===== src/rtl/dcm_pkg.sv =====
// shared constants and carrier types for the dual counter mode control
package dcm_pkg;
    localparam int          ADDR_W            = 16;
    localparam int          DATA_W            = 16;
    localparam int          CNT_W             = 16;
    localparam int          NUM_GEN           = 4;
    localparam logic [15:0] START_CTL_OFS     = 16'h0137;
    localparam logic [15:0] MODE_OFS          = 16'h0138;
    localparam logic [15:0] CH_BASE_OFS       = 16'h0140;
    localparam logic [15:0] CH_STRIDE         = 16'h0010;
    localparam logic [15:0] GEN_STEP          = 16'h0002;
    localparam int          START_RUN_LSB     = 0;
    localparam int          START_STOPSEL_LSB = 2;
    localparam int          MODE_LOCKSTEP_BIT = 0;
    localparam int          MODE_FILL_LSB     = 1;
    localparam int          MODE_FILL_MSB     = 3;
    localparam int          MODE_BUF_LSB      = 4;
    localparam int          GEN_A             = 0;
    localparam int          GEN_B             = 1;
    localparam int          GEN_C             = 2;
    localparam int          GEN_D             = 3;
    localparam logic [7:0]  MODE_RESET        = 8'h0e;
    localparam logic [7:0]  START_CTL_RESET   = 8'h00;
    localparam logic [15:0] GEN_RESET         = 16'hffff;

    typedef struct packed {
        logic [ADDR_W-1:0] addr;
        logic [DATA_W-1:0] wrData;
        logic              wrStrobe;
        logic              rdStrobe;
    } dcm_bus_req_type;

    typedef struct packed {
        logic run;
        logic lockClear;
        logic bufA;
        logic bufB;
    } dcm_chan_ctl_type;
endpackage


===== src/rtl/dcm_channel.sv =====
// one timer channel: counter, four general registers, compare and buffer transfer
`timescale 1ns/10ps
`default_nettype none
module dcm_channel #(
    parameter int CNT_W = dcm_pkg::CNT_W
) (
    input  wire logic                               clock,
    input  wire logic                               srst,
    input  wire dcm_pkg::dcm_chan_ctl_type          ctl,
    input  wire logic                               cntWrite,
    input  wire logic [dcm_pkg::NUM_GEN-1:0]        genWrite,
    input  wire logic [CNT_W-1:0]                   wrData,
    output var  logic [CNT_W-1:0]                   counter_reg,
    output var  logic [dcm_pkg::NUM_GEN-1:0][CNT_W-1:0] genReg_reg,
    output logic                                    matchA,
    output logic                                    matchB
);
    import dcm_pkg::*;

    if (CNT_W < 1 || CNT_W > DATA_W)
    begin : g_bad_width
        $error("dcm_channel: CNT_W must lie in 1..DATA_W");
    end

    assign matchA = ctl.run && (counter_reg == genReg_reg[GEN_A]);
    assign matchB = ctl.run && (counter_reg == genReg_reg[GEN_B]);

    // a match on A or the partner's clear restarts the count from zero
    always_ff @(posedge clock)
    begin
        if (srst)
            counter_reg <= '0;
        else if (cntWrite)
            counter_reg <= wrData;
        else if (ctl.run)
        begin
            if (matchA || ctl.lockClear)
                counter_reg <= '0;
            else
                counter_reg <= counter_reg + 1'b1;
        end
    end

    // software write beats the buffer transfer into the same register
    always_ff @(posedge clock)
    begin
        for (int i = 0; i < NUM_GEN; i++)
        begin
            if (srst)
                genReg_reg[i] <= GEN_RESET[CNT_W-1:0];
            else if (genWrite[i])
                genReg_reg[i] <= wrData;
            else if (i == GEN_A && ctl.bufA && matchA)
                genReg_reg[i] <= genReg_reg[GEN_C];
            else if (i == GEN_B && ctl.bufB && matchB)
                genReg_reg[i] <= genReg_reg[GEN_D];
        end
    end
endmodule
`default_nettype wire


===== src/rtl/dcm_mode_control.sv =====
// dual counter mode and start/stop control with register port
//
// The implementer's own choice: strobed register access.
`timescale 1ns/10ps
`default_nettype none
module dcm_mode_control #(
    parameter int CNT_W = dcm_pkg::CNT_W
) (
    input  wire logic                     clock,
    input  wire logic                     srst,
    input  wire dcm_pkg::dcm_bus_req_type busReq,
    output var  logic [dcm_pkg::DATA_W-1:0] readData_reg,
    output var  logic [1:0]               countRun_reg,
    output var  logic [1:0]               matchAPulse_reg
);
    import dcm_pkg::*;

    if (CNT_W < 1 || CNT_W > DATA_W)
    begin : g_bad_width
        $error("dcm_mode_control: CNT_W must lie in 1..DATA_W");
    end

    logic [1:0]                        stopSel_reg;
    logic                              lockstep_reg;
    logic [3:0]                        bufSel_reg;
    logic [1:0][CNT_W-1:0]             counter;
    logic [1:0][NUM_GEN-1:0][CNT_W-1:0] genRegs;
    logic [1:0]                        matchA;
    logic [1:0]                        matchB;
    logic [1:0]                        cntHit;
    logic [1:0][NUM_GEN-1:0]           genHit;
    logic [1:0]                        cntWrite;
    logic                              startWr;
    logic                              modeWr;
    logic [DATA_W-1:0]                 readMux;

    assign startWr = busReq.wrStrobe && (busReq.addr == START_CTL_OFS);
    assign modeWr  = busReq.wrStrobe && (busReq.addr == MODE_OFS);

    for (genvar ch = 0; ch < 2; ch++)
    begin : g_chan
        localparam logic [15:0] CH_ADDR = CH_BASE_OFS + 16'(ch) * CH_STRIDE;
        dcm_chan_ctl_type ctl;

        assign cntHit[ch] = (busReq.addr == CH_ADDR);
        for (genvar g = 0; g < NUM_GEN; g++)
        begin : g_gen
            assign genHit[ch][g] = (busReq.addr == CH_ADDR + GEN_STEP * 16'(g + 1));
        end

        // in lockstep a counter write lands in both channels, and clears are shared
        assign cntWrite[ch] = busReq.wrStrobe && (cntHit[ch] || (lockstep_reg && cntHit[1 - ch]));
        assign ctl.run       = countRun_reg[ch];
        assign ctl.lockClear = lockstep_reg && matchA[1 - ch];
        assign ctl.bufA      = bufSel_reg[2 * ch];
        assign ctl.bufB      = bufSel_reg[2 * ch + 1];

        dcm_channel #(
            .CNT_W (CNT_W)
        ) u_channel (
            .clock       (clock),
            .srst        (srst),
            .ctl         (ctl),
            .cntWrite    (cntWrite[ch]),
            .genWrite    ({NUM_GEN{busReq.wrStrobe}} & genHit[ch]),
            .wrData      (busReq.wrData[CNT_W-1:0]),
            .counter_reg (counter[ch]),
            .genReg_reg  (genRegs[ch]),
            .matchA      (matchA[ch]),
            .matchB      (matchB[ch])
        );
    end

    // software write beats a same-cycle match so a restart is never lost
    always_ff @(posedge clock)
    begin
        for (int ch = 0; ch < 2; ch++)
        begin
            if (srst)
                countRun_reg[ch] <= START_CTL_RESET[START_RUN_LSB + ch];
            else if (startWr)
                countRun_reg[ch] <= busReq.wrData[START_RUN_LSB + ch];
            else if (!stopSel_reg[ch] && matchA[ch])
                countRun_reg[ch] <= 1'b0;
        end
    end

    always_ff @(posedge clock)
    begin
        if (srst)
            stopSel_reg <= START_CTL_RESET[START_STOPSEL_LSB +: 2];
        else if (startWr)
            stopSel_reg <= busReq.wrData[START_STOPSEL_LSB +: 2];
    end

    // unused mode bits are not stored; they read back as their reset ones
    always_ff @(posedge clock)
    begin
        if (srst)
        begin
            lockstep_reg <= MODE_RESET[MODE_LOCKSTEP_BIT];
            bufSel_reg   <= MODE_RESET[MODE_BUF_LSB +: 4];
        end
        else if (modeWr)
        begin
            lockstep_reg <= busReq.wrData[MODE_LOCKSTEP_BIT];
            bufSel_reg   <= busReq.wrData[MODE_BUF_LSB +: 4];
        end
    end

    always_comb
    begin
        readMux = '0;
        if (busReq.addr == START_CTL_OFS)
        begin
            readMux[START_RUN_LSB +: 2]     = countRun_reg;
            readMux[START_STOPSEL_LSB +: 2] = stopSel_reg;
        end
        else if (busReq.addr == MODE_OFS)
        begin
            readMux[MODE_LOCKSTEP_BIT]            = lockstep_reg;
            readMux[MODE_FILL_MSB:MODE_FILL_LSB]  = MODE_RESET[MODE_FILL_MSB:MODE_FILL_LSB];
            readMux[MODE_BUF_LSB +: 4]            = bufSel_reg;
        end
        for (int ch = 0; ch < 2; ch++)
        begin
            if (cntHit[ch])
                readMux = DATA_W'(counter[ch]);
            for (int g = 0; g < NUM_GEN; g++)
            begin
                if (genHit[ch][g])
                    readMux = DATA_W'(genRegs[ch][g]);
            end
        end
    end

    // unmapped addresses and idle cycles read as zero
    always_ff @(posedge clock)
    begin
        if (srst)
            readData_reg <= '0;
        else if (busReq.rdStrobe)
            readData_reg <= readMux;
        else
            readData_reg <= '0;
    end

    always_ff @(posedge clock)
    begin
        if (srst)
            matchAPulse_reg <= '0;
        else
            matchAPulse_reg <= matchA;
    end

    stop_on_match0_a: assert property (
        @(posedge clock) disable iff (srst)
        (matchA[0] && !stopSel_reg[0] && !startWr) |=> !countRun_reg[0] && matchAPulse_reg[0])
        else $error("channel 0 kept running after a stopping match");

    stop_on_match1_a: assert property (
        @(posedge clock) disable iff (srst)
        (matchA[1] && !stopSel_reg[1] && !startWr)
        |=> (!countRun_reg[1] && matchAPulse_reg[1]) ##1 (!countRun_reg[1] || $past(startWr)))
        else $error("channel 1 kept running after a stopping match");

    keep_on_match_a: assert property (
        @(posedge clock) disable iff (srst)
        (matchA[0] && stopSel_reg[0] && !startWr) |=> countRun_reg[0])
        else $error("channel 0 stopped on match with stop-select set");

    lockstep_write_a: assert property (
        @(posedge clock) disable iff (srst)
        (lockstep_reg && busReq.wrStrobe && cntHit[0]) |=> counter[0] == counter[1])
        else $error("lockstep write did not reach both counters");

    independent_write_a: assert property (
        @(posedge clock) disable iff (srst)
        (!lockstep_reg && cntWrite[0] && !countRun_reg[1] && !cntWrite[1]) |=> $stable(counter[1]))
        else $error("independent write disturbed channel 1");

    buffer_load_a: assert property (
        @(posedge clock) disable iff (srst)
        (bufSel_reg[0] && matchA[0] && !(busReq.wrStrobe && genHit[0][GEN_A]))
        |=> genRegs[0][GEN_A] == $past(genRegs[0][GEN_C]))
        else $error("buffer did not load channel 0 register A on match");

    plain_register_a: assert property (
        @(posedge clock) disable iff (srst)
        (!bufSel_reg[0] && matchA[0] && !(busReq.wrStrobe && genHit[0][GEN_A])) |=> $stable(genRegs[0][GEN_A]))
        else $error("plain register A changed on match");

    keep_on_match1_a: assert property (
        @(posedge clock) disable iff (srst)
        (matchA[1] && stopSel_reg[1] && !startWr) |=> countRun_reg[1])
        else $error("channel 1 stopped on match with stop-select set");

    run_write_a: assert property (
        @(posedge clock) disable iff (srst)
        startWr |=> countRun_reg == $past(busReq.wrData[START_RUN_LSB +: 2]))
        else $error("run bits did not follow a software write");

    lockstep_clear_a: assert property (
        @(posedge clock) disable iff (srst)
        (lockstep_reg && matchA[0] && countRun_reg[1] && !cntWrite[1]) |=> counter[1] == '0)
        else $error("lockstep match on channel 0 did not clear channel 1");

    buffer_load1_a: assert property (
        @(posedge clock) disable iff (srst)
        (bufSel_reg[2] && matchA[1] && !(busReq.wrStrobe && genHit[1][GEN_A]))
        |=> genRegs[1][GEN_A] == $past(genRegs[1][GEN_C]))
        else $error("buffer did not load channel 1 register A on match");

    plain_register1_a: assert property (
        @(posedge clock) disable iff (srst)
        (!bufSel_reg[2] && matchA[1] && !(busReq.wrStrobe && genHit[1][GEN_A])) |=> $stable(genRegs[1][GEN_A]))
        else $error("plain channel 1 register A changed on match");
endmodule
`default_nettype wire


===== config.mk =====
export PLATFORM = sky130hd
export DESIGN_NAME = dcm_mode_control
export DESIGN_NICKNAME = d
export VERILOG_FILES = /design/src/rtl/dcm_pkg.sv /design/src/rtl/dcm_channel.sv /design/src/rtl/dcm_mode_control.sv
export SDC_FILE = /design/constraint.sdc
export NUM_CORES = 1
export LEC_CHECK = 0
export BUFFER_PORTS_ARGS = -buffer_cell sky130_fd_sc_hd__buf_2
export CAP_MARGIN = 10
export CORE_MARGIN = 8
export CORE_UTILIZATION = 45
export DETAILED_ROUTE_END_ITERATION = 7
export GPL_TIMING_DRIVEN = 1
export PLACE_DENSITY = 0.6
export RECOVER_POWER = 25
export SETUP_SLACK_MARGIN = 0.05
export SLEW_MARGIN = 20
export SYNTH_ARGS = -nofsm -noshare
export SYNTH_HDL_FRONTEND = slang
export SYNTH_SLANG_ARGS = --single-unit

===== constraint.sdc =====
create_clock -name clock -period 6.34 [get_ports clock]
set_input_delay 0.317 -clock clock [delete_from_list [all_inputs] [get_ports clock]]
set_output_delay 0.317 -clock clock [all_outputs]
set_load 0.05 [all_outputs]

==> qor.csv <==
stage,metric,value,unit
setup_path,path_buf_inv,1,
sta,fin_crit,3.86,ns
global_route,grt_first_pass_wirelength,59000,µm
global_route,antenna_found_initial,0,
sta,relSlewSlack,-3.49,%
clock_network,cts.clk_slew.worst_paths,0.09,ns
die,floorplan.initialDensity,45.9,%
setup_path,rrSetupSlack,3.19,ns
logic_synthesis,async_reset_ff_share,0,%
clock_network,clk_latency,0.45,ns
run_status,outcome,"complete, but fails checks",
sta,holdWs,0.250,ns
route,drtPass1Iterations,6,
layout,final_common_cell,nand2_1,
route,drc,0,
global_route,globalRouteOverflowTotal,0,
layout,nFillCells,2325,
route,vias,10200,
sta,finalSetupTns,0,ns
logic_synthesis,seq_area_frac_synth,34.8,%
clock_network,numCtsBuffers,17,
layout,drive_above_1_share,9.56,%
logic_synthesis,avgSynthCellArea,7.82,µm²
setup_path,ff2ff_path_depth,7,
global_route,first_global_vias,9576,
setup_path,r2r-end,g_chan[1].u_channel.genReg_reg[10],
layout,finalInstanceArea,11600,µm²
power_and_ir_drop,power,2.45,mW
layout,layout.nets,1375,
layout,largest_reg_flops,128,
power_and_ir_drop,leakage,4.29,nW
logic_synthesis,ys_ff_latch,187,
setup_path,critPathRequiredTime,6.70,ns
setup_path,worstPathArrival,4.23,ns
clock_network,cts_resized,0,
clock_network,cts_hold_buf,0,
placement,place_hpwl,26500,µm
logic_synthesis,syn-num-nets,1415,
setup_path,cp_max_fo,29,
clock_network,cts-root-buf,clkbuf_16,
sta,worstMarginPinSlew,1.55,ns
sta,setup_viol,0,
setup_path,crit_path_end_kind,flip-flop,
clock_network,htree_levels,4,
run_status,violations,"max-capacitance violations, max-slew violations",
die,core,23500,µm²
die,dieArea,29100,µm²
logic_synthesis,synth_cell_types,75,
sta,hold_viol_final,0,
global_route,grt_max_degree,89,
route,ant_nets,0,
clock_network,cts_setup_buffers,0,
sta,maxSlewViolCount,30,
layout,areaGrowthSynthToFinish,7.44,%
clock_network,cts.sinks,187,
setup_path,critPathLaunchType,input pin,
logic_synthesis,syn-cell-area,10800,µm²
die,die-height,171,µm
setup_path,cpLargestDelayFamily,simple AND/OR/NAND/NOR gates,
sta,fmax,259,MHz
layout,antennaDiodeCount,0,
route,vias_per_cell,6.13,
route,dr.first_iter.drc_count,1168,
setup_path,worstSetupPathType,in -> reg,
die,die_x,171,µm
setup_path,critical_path.max_stage_delay,1.10,ns
die,placementRows,56,
power_and_ir_drop,powerDensity,212,nW/µm²
global_route,grt_use_total,26.4,%
route,routed_wl,38500,µm
worst_hold_path,worstHoldStart,busReq[10],
sta,timing.final.crit_share,60.9,%
die,io_pins,56,
setup_path,cp_slowest_cell,clkbuf_1,
sta,fin_skew,0.0145,ns
power_and_ir_drop,peakVddDrop,0.133,mV
logic_synthesis,ys_warn_count,0,
sta,rsz0062_at_grt,false,
route,wl_per_cell,23.1,µm
placement,post_dp_cell_area,11000,µm²
setup_path,crit_path_cell_trace,clkbuf_1 -> nand3b_1 -> or2_1 -> nor3_1 -> nand2_1 -> a221oi_1 -> nor2_1 -> a211oi_2,
worst_hold_path,holdPathEnd,g_chan[0].u_channel.counter_reg[8],
flow_run,drv_cap,1,
placement,gp_congestion,0.938,
logic_synthesis,synth_edf_count,0,
placement,io_buffers,55,
worst_hold_path,hold_path.class,in -> reg,
logic_synthesis,synth_cells,1377,
clock_network,cts_tree,built,
worst_hold_path,hold_depth,3,
clock_network,clockBufferDepth,2,
layout,final_cell_mix,"220 x nand2_1, 187 x dfxtp_1, 139 x nor2_1",
setup_path,r2r_start,g_chan[1].u_channel.counter_reg[4],
logic_synthesis,ys.flop_type,dfxtp_1,
## power by group
part	internal (mW)	total, mW	switching, mW
clock	0.575	1.14	0.569
sequential	1.17	1.17	0.0000184
combinational	0.0351	0.132	0.0967
## layer usage
metal  routed length, µm  GRT usage, %
met1               16700          36.6
met2               17000          40.7
met3                3440          4.10
met4                1420          9.84
met5                   0             0
## kinds of logic (layout without fill, tap and decap cells)
| logic type | Yosys count | count (layout) | share of synthesized area (%) |
|---|---|---|---|
| AND/OR/NAND/NOR | 619 | 619 | 29.0 |
| adder cells (fa/ha/maj) | 2 | 2 | 0.232 |
| multiplexers | 71 | 71 | 7.14 |
| XOR/XNOR | 80 | 80 | 6.51 |
| buffers and inverters | 141 | 114 | 5.80 |
| flip-flops | 187 | 187 | 34.8 |
| AO/OA/AOI/OAI | 277 | 277 | 16.5 |
## metrics by stage
step / instances / worst slack [ns] / util, %
floorplan: 1377 / 3.98 / -
global placement: 1637 / 2.80 / 46.9
detailed placement: 1637 / 2.72 / 46.9
CTS: 1669 / 3.14 / 49.5
global route: 1669 / 2.43 / 49.3
finish: 1669 / 2.48 / 49.3
## Yosys cell counts, drive strengths merged, types with 10 or more instances
cell	count	share of area [%]
nor3	28	1.5
nand2	220	7.7
o22ai	10	0.58
dfxtp	187	35
xor2	43	3.5
buf	44	2.4
a21oi	121	5.6
xnor2	37	3.0
inv	12	0.42
nand3	41	1.9
a221oi	18	1.5
a222oi	11	1.0
nor4	16	1.7
or2	36	2.1
nand3b	67	4.7
a22oi	11	0.81
mux2	16	2.0
and3	18	1.0
nand4	15	0.87
o21ai	48	2.2
nor2b	13	0.76
mux2i	55	5.1
clkbuf	85	3.0
nor2	143	5.1
## worst max path at each step
stage | start | to | slack (ns) | depth (start not counted)
final | busReq[19] | readData_reg[0] | 2.48 | 8
after global routing | busReq[19] | readData_reg[0] | 2.43 | 8
after CTS | busReq[31] | g_chan[0].u_channel.genReg_reg[31] | 3.14 | 7
after detailed placement | busReq[31] | g_chan[0].u_channel.genReg_reg[31] | 2.72 | 7
after global placement | busReq[31] | g_chan[0].u_channel.genReg_reg[31] | 2.80 | 7
after floorplan | countRun_reg[1] | g_chan[1].u_channel.genReg_reg[15] | 3.98 | 9
## worst min-delay path, cell delays in order
cell and delay (ns):
buf_2 0.19, nand2_1 0.09, a21oi_1 0.05
## layout make-up
type,instances,area (µm²),area share (%)
Timing Repair Buffer,70,360,3.12
Clock buffer,17,425,3.68
Tap cell,319,399,3.45
Clock inverter,15,196,1.70
Multi-Input combinational cell,1049,6390,55.3
Inverter,12,45.0,0.390
Sequential cell,187,3740,32.4
Note: power is estimated with default switching activity, not from simulation.
